## src/rtl/cbu_pkg.sv

```systemverilog
// Shared constants and types for the conditional branch unit.
// Assumes one core clock and a synchronous active-low core reset.
package cbu_pkg;

	// Condition selector, driven by the instruction decoder
	localparam int COND_W = 4;
	typedef enum logic [COND_W-1:0] {
		BR_NOT_EQUAL             = 4'h0,
		BR_CARRY_SET             = 4'h1,
		BR_CARRY_CLEAR           = 4'h2,
		BR_NEGATIVE              = 4'h3,
		BR_POSITIVE              = 4'h4,
		BR_GREATER_EQUAL_SIGNED  = 4'h5,
		BR_LESS_SIGNED           = 4'h6,
		BR_HALF_CARRY_SET        = 4'h7,
		BR_HALF_CARRY_CLEAR      = 4'h8
	} cbu_cond_t;

	// Aliases decode to the same condition as their base branch
	localparam cbu_cond_t BR_LOWER_UNSIGNED     = BR_CARRY_SET;
	localparam cbu_cond_t BR_SAME_OR_HIGHER     = BR_CARRY_CLEAR;

	// Sequencer states, one-hot
	typedef enum logic [1:0] {
		ST_IDLE  = 2'h1,
		ST_TAKEN = 2'h2
	} cbu_state_t;

	// Default widths: word-addressed program counter, 7-bit offset
	localparam int PC_W_DEF  = 16;
	localparam int OFF_W_DEF = 7;

	// Cycles from the request to retirement
	localparam int CYC_NOT_TAKEN = 1;
	localparam int CYC_TAKEN     = 2;

	// Values after reset
	localparam logic RST_FLAG = 1'h0;

endpackage

```

## src/rtl/cbu_cond.sv

```systemverilog
// Condition evaluator: one status-flag test per branch selector.
// Assumes flags and selector are stable, same-clock signals.
module cbu_cond
	import cbu_pkg::*;
(
	input  wire logic [COND_W-1:0] sel,
	input  wire logic              flag_z,
	input  wire logic              flag_c,
	input  wire logic              flag_n,
	input  wire logic              flag_v,
	input  wire logic              flag_h,
	output logic                   cond_true,
	output logic                   legal
);

	wire logic signed_lt;
	wire logic hit_ne;
	wire logic hit_cs;
	wire logic hit_cc;
	wire logic hit_mi;
	wire logic hit_pl;
	wire logic hit_ge;
	wire logic hit_lt;
	wire logic hit_hs;
	wire logic hit_hc;

	assign signed_lt = flag_n ^ flag_v;

	assign hit_ne = (sel == BR_NOT_EQUAL) && !flag_z;
	assign hit_cs = (sel == BR_CARRY_SET) && flag_c;
	assign hit_cc = (sel == BR_CARRY_CLEAR) && !flag_c;
	assign hit_mi = (sel == BR_NEGATIVE) && flag_n;
	assign hit_pl = (sel == BR_POSITIVE) && !flag_n;
	assign hit_ge = (sel == BR_GREATER_EQUAL_SIGNED) && !signed_lt;
	assign hit_lt = (sel == BR_LESS_SIGNED) && signed_lt;
	assign hit_hs = (sel == BR_HALF_CARRY_SET) && flag_h;
	assign hit_hc = (sel == BR_HALF_CARRY_CLEAR) && !flag_h;

	assign cond_true = hit_ne | hit_cs | hit_cc | hit_mi | hit_pl
		| hit_ge | hit_lt | hit_hs | hit_hc;

	// Unused selector codes never branch
	assign legal = (sel <= BR_HALF_CARRY_CLEAR);

endmodule

```

## src/rtl/cbu_top.sv

```systemverilog
// Conditional relative-branch unit: tests a flag, then retires the
// branch with the next program counter. Fed by the decoder on the core
// clock; the decoder holds further requests while BUSY is high.
module cbu_top
	import cbu_pkg::*;
#(
	parameter int PC_W  = PC_W_DEF,
	parameter int OFF_W = OFF_W_DEF
) (
	input  wire logic              CORE_CLK,
	input  wire logic              RST_N,
	input  wire logic              START,
	input  wire logic [COND_W-1:0] OPSEL,
	input  wire logic [OFF_W-1:0]  OFFSET,
	input  wire logic [PC_W-1:0]   PC_IN,
	input  wire logic              FLAG_Z,
	input  wire logic              FLAG_C,
	input  wire logic              FLAG_N,
	input  wire logic              FLAG_V,
	input  wire logic              FLAG_H,
	output logic [PC_W-1:0]        PC_NEXT,
	output logic                   PC_LOAD,
	output logic                   BUSY,
	output logic                   TAKEN,
	output logic                   BAD_OP,
	output logic                   SREG_WE
);

	////////////////////////////////////////////////////////////////////
	// Condition and target

	localparam logic [PC_W-1:0] PC_ONE = PC_W'(1);

	cbu_state_t        state_q;
	cbu_state_t        state_d;
	logic [PC_W-1:0]   target_q;
	logic [PC_W-1:0]   pc_next_q;
	logic              pc_load_q;
	logic              busy_q;
	logic              taken_q;
	logic              bad_op_q;
	logic              sreg_we_q;

	wire logic            cond_true;
	wire logic            legal;
	wire logic            go;
	wire logic            jump;
	wire logic [PC_W-1:0] off_ext;
	wire logic [PC_W-1:0] pc_fall;
	wire logic [PC_W-1:0] pc_jump;

	cbu_cond u_cond (
		.sel       (OPSEL),
		.flag_z    (FLAG_Z),
		.flag_c    (FLAG_C),
		.flag_n    (FLAG_N),
		.flag_v    (FLAG_V),
		.flag_h    (FLAG_H),
		.cond_true (cond_true),
		.legal     (legal)
	);

	// Requests during the second cycle of a taken branch are ignored
	assign go      = START && (state_q == ST_IDLE);
	assign jump    = go && legal && cond_true;
	assign off_ext = {{(PC_W-OFF_W){OFFSET[OFF_W-1]}}, OFFSET};
	assign pc_fall = PC_IN + PC_ONE;
	assign pc_jump = PC_IN + off_ext + PC_ONE;

	////////////////////////////////////////////////////////////////////
	// Sequencer

	always_comb begin
		state_d = state_q;
		unique case (state_q)
			ST_IDLE: begin
				if (jump) begin
					state_d = ST_TAKEN;
				end
			end
			ST_TAKEN: begin
				state_d = ST_IDLE;
			end
			default: begin
				state_d = ST_IDLE;
			end
		endcase
	end

	always_ff @(posedge CORE_CLK) begin
		if (!RST_N) begin
			state_q <= ST_IDLE;
		end else begin
			state_q <= state_d;
		end
	end

	// Target captured at the request so PC_IN may move during the stall
	always_ff @(posedge CORE_CLK) begin
		if (!RST_N) begin
			target_q <= '0;
		end else if (jump) begin
			target_q <= pc_jump;
		end
	end

	////////////////////////////////////////////////////////////////////
	// Retirement outputs

	always_ff @(posedge CORE_CLK) begin
		if (!RST_N) begin
			pc_next_q <= '0;
			pc_load_q <= RST_FLAG;
			taken_q   <= RST_FLAG;
		end else if (state_q == ST_TAKEN) begin
			pc_next_q <= target_q;
			pc_load_q <= 1'b1;
			taken_q   <= 1'b1;
		end else if (go && !jump) begin
			pc_next_q <= pc_fall;
			pc_load_q <= 1'b1;
			taken_q   <= 1'b0;
		end else begin
			pc_load_q <= 1'b0;
			taken_q   <= 1'b0;
		end
	end

	always_ff @(posedge CORE_CLK) begin
		if (!RST_N) begin
			busy_q   <= RST_FLAG;
			bad_op_q <= RST_FLAG;
		end else begin
			busy_q   <= jump;
			bad_op_q <= go && !legal;
		end
	end

	// No path in this unit ever writes the status register
	always_ff @(posedge CORE_CLK) begin
		if (!RST_N) begin
			sreg_we_q <= RST_FLAG;
		end else begin
			sreg_we_q <= 1'b0;
		end
	end

	assign PC_NEXT = pc_next_q;
	assign PC_LOAD = pc_load_q;
	assign BUSY    = busy_q;
	assign TAKEN   = taken_q;
	assign BAD_OP  = bad_op_q;
	assign SREG_WE = sreg_we_q;

	////////////////////////////////////////////////////////////////////
	// Checks

	AST_NE: assert property (@(posedge CORE_CLK) disable iff (!RST_N)
		go && OPSEL == BR_NOT_EQUAL |=> BUSY == !$past(FLAG_Z))
		else $error("not-equal branch decision wrong");

	AST_CS: assert property (@(posedge CORE_CLK) disable iff (!RST_N)
		go && OPSEL == BR_CARRY_SET |=> BUSY == $past(FLAG_C))
		else $error("carry-set branch decision wrong");

	AST_CC: assert property (@(posedge CORE_CLK) disable iff (!RST_N)
		go && OPSEL == BR_CARRY_CLEAR |=> BUSY == !$past(FLAG_C))
		else $error("carry-clear branch decision wrong");

	AST_MI: assert property (@(posedge CORE_CLK) disable iff (!RST_N)
		go && OPSEL == BR_NEGATIVE |=> BUSY == $past(FLAG_N))
		else $error("negative branch decision wrong");

	AST_PL: assert property (@(posedge CORE_CLK) disable iff (!RST_N)
		go && OPSEL == BR_POSITIVE |=> BUSY == !$past(FLAG_N))
		else $error("positive branch decision wrong");

	AST_GE: assert property (@(posedge CORE_CLK) disable iff (!RST_N)
		go && OPSEL == BR_GREATER_EQUAL_SIGNED |=> BUSY == !$past(FLAG_N ^ FLAG_V))
		else $error("signed greater-equal branch decision wrong");

	AST_LT: assert property (@(posedge CORE_CLK) disable iff (!RST_N)
		go && OPSEL == BR_LESS_SIGNED |=> BUSY == $past(FLAG_N ^ FLAG_V))
		else $error("signed less-than branch decision wrong");

	AST_HS: assert property (@(posedge CORE_CLK) disable iff (!RST_N)
		go && OPSEL == BR_HALF_CARRY_SET |=> BUSY == $past(FLAG_H))
		else $error("half-carry-set branch decision wrong");

	AST_HC: assert property (@(posedge CORE_CLK) disable iff (!RST_N)
		go && OPSEL == BR_HALF_CARRY_CLEAR |=> BUSY == !$past(FLAG_H))
		else $error("half-carry-clear branch decision wrong");

	AST_NO_FLAGS: assert property (@(posedge CORE_CLK) disable iff (!RST_N)
		!SREG_WE)
		else $error("status write during a branch");

	AST_TWO_CYCLE: assert property (@(posedge CORE_CLK) disable iff (!RST_N)
		jump |=> BUSY && !PC_LOAD ##1 PC_LOAD && TAKEN && !BUSY)
		else $error("taken branch not retired in two cycles");

	AST_ONE_CYCLE: assert property (@(posedge CORE_CLK) disable iff (!RST_N)
		go && !jump |=> PC_LOAD && !TAKEN && PC_NEXT == PC_W'($past(PC_IN) + 1))
		else $error("fall-through not retired in one cycle");

	AST_TARGET: assert property (@(posedge CORE_CLK) disable iff (!RST_N)
		jump |=> ##1 PC_NEXT == PC_W'($past(PC_IN, 2)
			+ PC_W'($signed($past(OFFSET, 2))) + 1))
		else $error("branch target is not PC plus offset plus one");

endmodule

```

## config.mk

```make
export PLATFORM = sky130hd
export DESIGN_NAME = cbu_top
export DESIGN_NICKNAME = d
export VERILOG_FILES = /design/src/rtl/cbu_pkg.sv /design/src/rtl/cbu_cond.sv /design/src/rtl/cbu_top.sv
export SDC_FILE = /design/constraint.sdc
export NUM_CORES = 1
export LEC_CHECK = 0
export ABC_AREA = 1
export BUFFER_PORTS_ARGS = -buffer_cell sky130_fd_sc_hd__buf_2
export CORE_MARGIN = 2
export CORE_UTILIZATION = 52
export CTS_BUF_LIST = sky130_fd_sc_hd__clkbuf_8
export CTS_CLUSTER_SIZE = 24
export DETAILED_ROUTE_END_ITERATION = 8
export GPL_TIMING_DRIVEN = 0
export HOLD_SLACK_MARGIN = 0.06
export PLACE_DENSITY = 0.79
export SETUP_SLACK_MARGIN = 0.1
export SLEW_MARGIN = 25
export SYNTH_ARGS = -nofsm -noshare
export SYNTH_HDL_FRONTEND = slang
export SYNTH_SLANG_ARGS = --single-unit
```

## constraint.sdc

```tcl
create_clock -name CORE_CLK -period 2 [get_ports CORE_CLK]
set_input_delay 0.6 -clock CORE_CLK [delete_from_list [all_inputs] [get_ports CORE_CLK]]
set_output_delay 0.6 -clock CORE_CLK [all_outputs]
set_load 0.005 [all_outputs]
```

Word-level counts from Yosys, hierarchy flattened:

Index checks and enable logic that the tools add are counted.

* register bits after elaboration: 38
* output and inout port bits: 21

* muxes and demuxes: 5
* equality and inequality tests: 10
* reductions and logical operators: 24
* order comparisons: 1
* bitwise logic cells: 9
* add/sub/neg operators: 3

Operator list (number)
* 16-bit by 1-bit adder with 16-bit output, second input constant: 2
* 16-bit two-way mux: 2
* 16-bit adder: 1
* 4-bit by 3-bit == test with 1-bit output, second input constant: 4
* 1-bit logical AND: 14
* 4-bit by 2-bit == test with 1-bit output, second input constant: 2
* 1-bit bitwise OR: 8
* 1-bit zero test: 7
* 4-bit by 1-bit == test with 1-bit output, second input constant: 1
* 4-bit == test, second input constant: 1
* 4-bit <= comparator, second input constant: 1
* 4-bit zero test: 1
* 1-bit two-way mux: 3
* 2-bit by 1-bit == test with 1-bit output, second input constant: 1
* 2-bit == test, second input constant: 1
* 2-bit AND reduction: 1
* 2-bit nonzero test: 1
* 1-bit bitwise XOR: 1

Depth between registers and ports, before layout:

* word-level depth: 15
* gate-level depth with buffers: 14

Modules after synthesis:

Synthesis repeated with hierarchy kept, for this count alone.

* cells, all modules: 484
* area, all modules: 2922.8 µm²

Modules (own cells, without submodules)
* cbu_top: cells each 448, area each 2756.4 µm², times used 1
* cbu_cond: cells each 36, area each 166.4 µm², times used 1

Least setup slack after synthesis:

OpenSTA, ideal clock, no wires.

* path type: input to register
* from: in PC_IN[0]
* to: reg target_q[10]
* setup slack: -0.030 ns
* data arrival time: 1.914 ns
* cell stages on the path: 12
* required time: 1.884 ns
* path buffers: 0
* library setup time: 0.116 ns
* path through: inv_1 > ha_1 > inv_1 > fa_1 > nand3_1 > nand2_1 > nand2_1 > nand3_1 > nand2_1 > nand3_1 > a21oi_1 > nor2_1

* cells in the longest elaborated chain, start to end: 2

Ends and longest elaborated chain
* start: declaration: RTL line cbu_top.sv:15 `input wire logic [PC_W-1:0] PC_IN,`
* 16-bit adder: RTL line cbu_top.sv:68 `assign pc_jump = PC_IN + off_ext + PC_ONE;`
* 16-bit by 1-bit adder with 16-bit output: RTL line cbu_top.sv:68
* end signal: assignment: RTL line cbu_top.sv:103 `target_q <= pc_jump;`
* end: declaration: RTL line cbu_top.sv:36 `logic [PC_W-1:0] target_q;`

Every way passes these cells.
A chain may end at the register's enable or synchronous reset.

Final worst setup path:

* from: in PC_IN[0]
* to: reg target_q[14]

The elaborated chain is that of the path after synthesis.

==> impl_metrics.tcl <==
set metrics [dict create \
    synthCells 481 \
    clock_skew_ns 0.00343 \
    cts_inserted_buffers 5 \
    busiest_layer "met2" \
    drv_cap 0 \
    cp_max_fo 4 \
    antenna_left 0 \
    met1_usage_pct 34.7 \
    die-area_mm2 0.00613 \
    yosys_register_bits 38 \
    synth_area_leader_cell "dfxtp_1" \
    r2r_start "state_q[1]" \
    antenna_found_initial 0 \
    drc 0 \
    drt_iter0_drc 163 \
    path_clk_slew_ns 0.08 \
    dpl_cell_area_mm2 0.00324 \
    clock-sinks 38 \
    postLayoutCoreUtil_pct 66.9 \
    die_y_um 78.3 \
    avgSynthCellArea_um2 5.97 \
    slew_violations 0 \
    cts_tree "built" \
    power.total_mw 2.33 \
    powerDensity_mw_per_mm2 644 \
    period_minus_slack_ns 1.82 \
    post-synth-top-area-fraction_pct 26.5 \
    hold_buffers 0 \
    cts_root_buffer "clkbuf_8" \
    routed_wl_um 7990 \
    core_area_mm2 0.00541 \
    io_buffer_count 53 \
    drt-wirelength-per-cell_um 12.9 \
    synth_area_leaders "dfxtp_1 27%, nand2_1 21%, nand3_1 8.9%" \
    ir_drop_mv 0.397 \
    die_width_um 78.3 \
    grt_pass1_vias 2841 \
    hold_path_class "reg2reg" \
    grtUsageMet3_pct 2.41 \
    use_met2_pct 45.9 \
    hpwl_um 6170 \
    yosys_warnings 0 \
    finalHoldViolations 0 \
    tightest_slew_ns 0.501 \
    num_vias 3157 \
    syn_area_mm2 0.00287 \
    start_kind "input port" \
    fmax_mhz 550 \
    fin_crit_sh_pct 90.9 \
    synthDistinctLibCells 28 \
    end_kind "register" \
    drive_gt1_share_pct 20.4 \
    hp-start "target_q[7]" \
    power_leakage_nw 1.87 \
    global_route.usage.total_pct 26.5 \
    cts_htree_levels 2 \
    via_per_inst 5.08 \
    routabilityCongestion 0.984 \
    initial_utilization_pct 53.1 \
    crit_arrival_ns 2.01 \
    synth_nets 533 \
    first_pass_iters 4 \
    grt_max_degree 13 \
    stdcell_area_mm2 0.00362 \
    grt_pass1_wl_um 13000 \
    cp-startpoint "PC_IN[0]" \
    finalSetupViolations 0 \
    ios 56 \
    synthToLayoutAreaGrowth_pct 26.1 \
    outcome "complete, no violations" \
    cp.required_ns 2.20 \
    worst_hold_slack_ns 0.481 \
    clk_latency_ns 0.29 \
    slew_headroom_pct 66.6 \
    ys_seq_area_share_pct 26.5 \
    n_antenna_cell 0 \
    critical_path_class "in2reg" \
    cts_buffer_depth 2 \
    rsz0062_at_grt "true" \
    grt_overflow 0 \
    num_rows 27 \
    nets 600 \
]
[sequential cells by signal, summed over array words and instances, names as in the netlist]
name      cells
BAD_OP        1
BUSY          1
PC_LOAD       1
PC_NEXT      16
TAKEN         1
state_q       2
target_q     16
[stage by stage]
step | setup TNS [ns] | setup slack [ns] | instances
2_1_floorplan | 0 | 0.100 | 481
3_3_place_gp | -1.80 | -0.245 | 606
3_5_place_dp | -2.50 | -0.262 | 606
4_1_cts | 0 | 0.0999 | 615
5_1_grt | 0 | 0.0424 | 621
6_report | 0 | 0.182 | 621
[worst paths after layout]
| path | slack, ns | end | cells past startpoint |
|---|---|---|---|
| max | 0.18 | target_q[14] | 15 |
| min | 0.48 | target_q[7] | 2 |
| max reg2reg | 0.21 | PC_NEXT[3] | 8 |
| min reg2reg | 0.48 | target_q[7] | 2 |
[metal layers]
| layer | vias up | part of all wire (%) |
|---|---|---|
| met4 | 0 | 2.7 |
| met1 | 1383 | 45 |
| met5 | - | 0 |
| li1 | 1670 | - |
| met2 | 87 | 47 |
| met3 | 17 | 5.8 |
[what timing repair did]
| action | in CTS | in global routing |
|---|---|---|
| pin swaps | 0 | 10 |
| hold endpoints to repair | 0 | 0 |
| gates resized for setup | 2 | 39 |
| setup endpoints to repair | 3 | 27 |
| buffers inserted | 1 | 6 |
[final cells by class]
cell class | count | area [um2]
Multi-Input combinational cell | 379 | 2040
Tap cell | 72 | 90.1
Timing Repair Buffer | 60 | 324
Clock buffer | 6 | 82.6
Sequential cell | 38 | 761
Inverter | 51 | 191
Fill cell | 517 | 1790
Buffer | 13 | 70.1
Clock inverter | 2 | 60.1
[Yosys cell counts, drive strengths merged]
cell / count
nand3: 52
o211ai: 2
nor3: 3
dfxtp: 38
inv: 51
a2111oi: 1
clkbuf: 7
conb: 1
nand4: 4
xor2: 10
nor2: 64
buf: 6
nand3b: 5
nand2: 161
ha: 16
a21oi: 33
xnor2: 2
o21ai: 20
a21o: 2
o21bai: 2
fa: 1
[where the power goes]
| group | internal (mW) | switching, mW | leakage (nW) | total [mW] |
|---|---|---|---|---|
| Combinational | 0.268 | 0.401 | 1.48 | 0.668 |
| Sequential | 0.818 | 0.0311 | 0.312 | 0.849 |
| Clock | 0.532 | 0.280 | 0.0714 | 0.812 |
| Total | 1.62 | 0.712 | 1.87 | 2.33 |
[critical path, cell delays in order]
cell	delay, ns
buf_2	0.12
inv_2	0.07
ha_4	0.13
inv_2	0.04
fa_2	0.39
nand3_2	0.09
nand2_4	0.07
nand2_2	0.08
nand2_2	0.06
nand3_2	0.07
nand2_1	0.06
nand2_1	0.07
nand3_1	0.06
nand2_1	0.07
inv_1	0.04
[layout by cell type (no fill, tap or decap), drive strengths merged]
cell,instances
nor2,64
o211ai,2
dfxtp,38
bufinv,2
a2111oi,1
ha,16
buf,66
nand2,161
conb,1
o21ai,20
o21bai,2
inv,51
xnor2,2
nor3,3
fa,1
a21oi,33
xor2,10
nand3b,5
nand3,52
nand4,4
a21o,2
clkbuf,13
[kinds of logic after synthesis]
| group | count (synthesis) | share of synthesized area (%) |
|---|---|---|
| AND/OR/NAND/NOR | 289 | 41.9 |
| flip-flops | 38 | 26.5 |
| other | 1 | 0.131 |
| AO/OA/AOI/OAI | 60 | 11.1 |
| XOR/XNOR | 12 | 3.66 |
| buffers and inverters | 64 | 9.02 |
| adder cells (fa/ha/maj) | 17 | 7.67 |
Power figures use the tool's default switching activity.
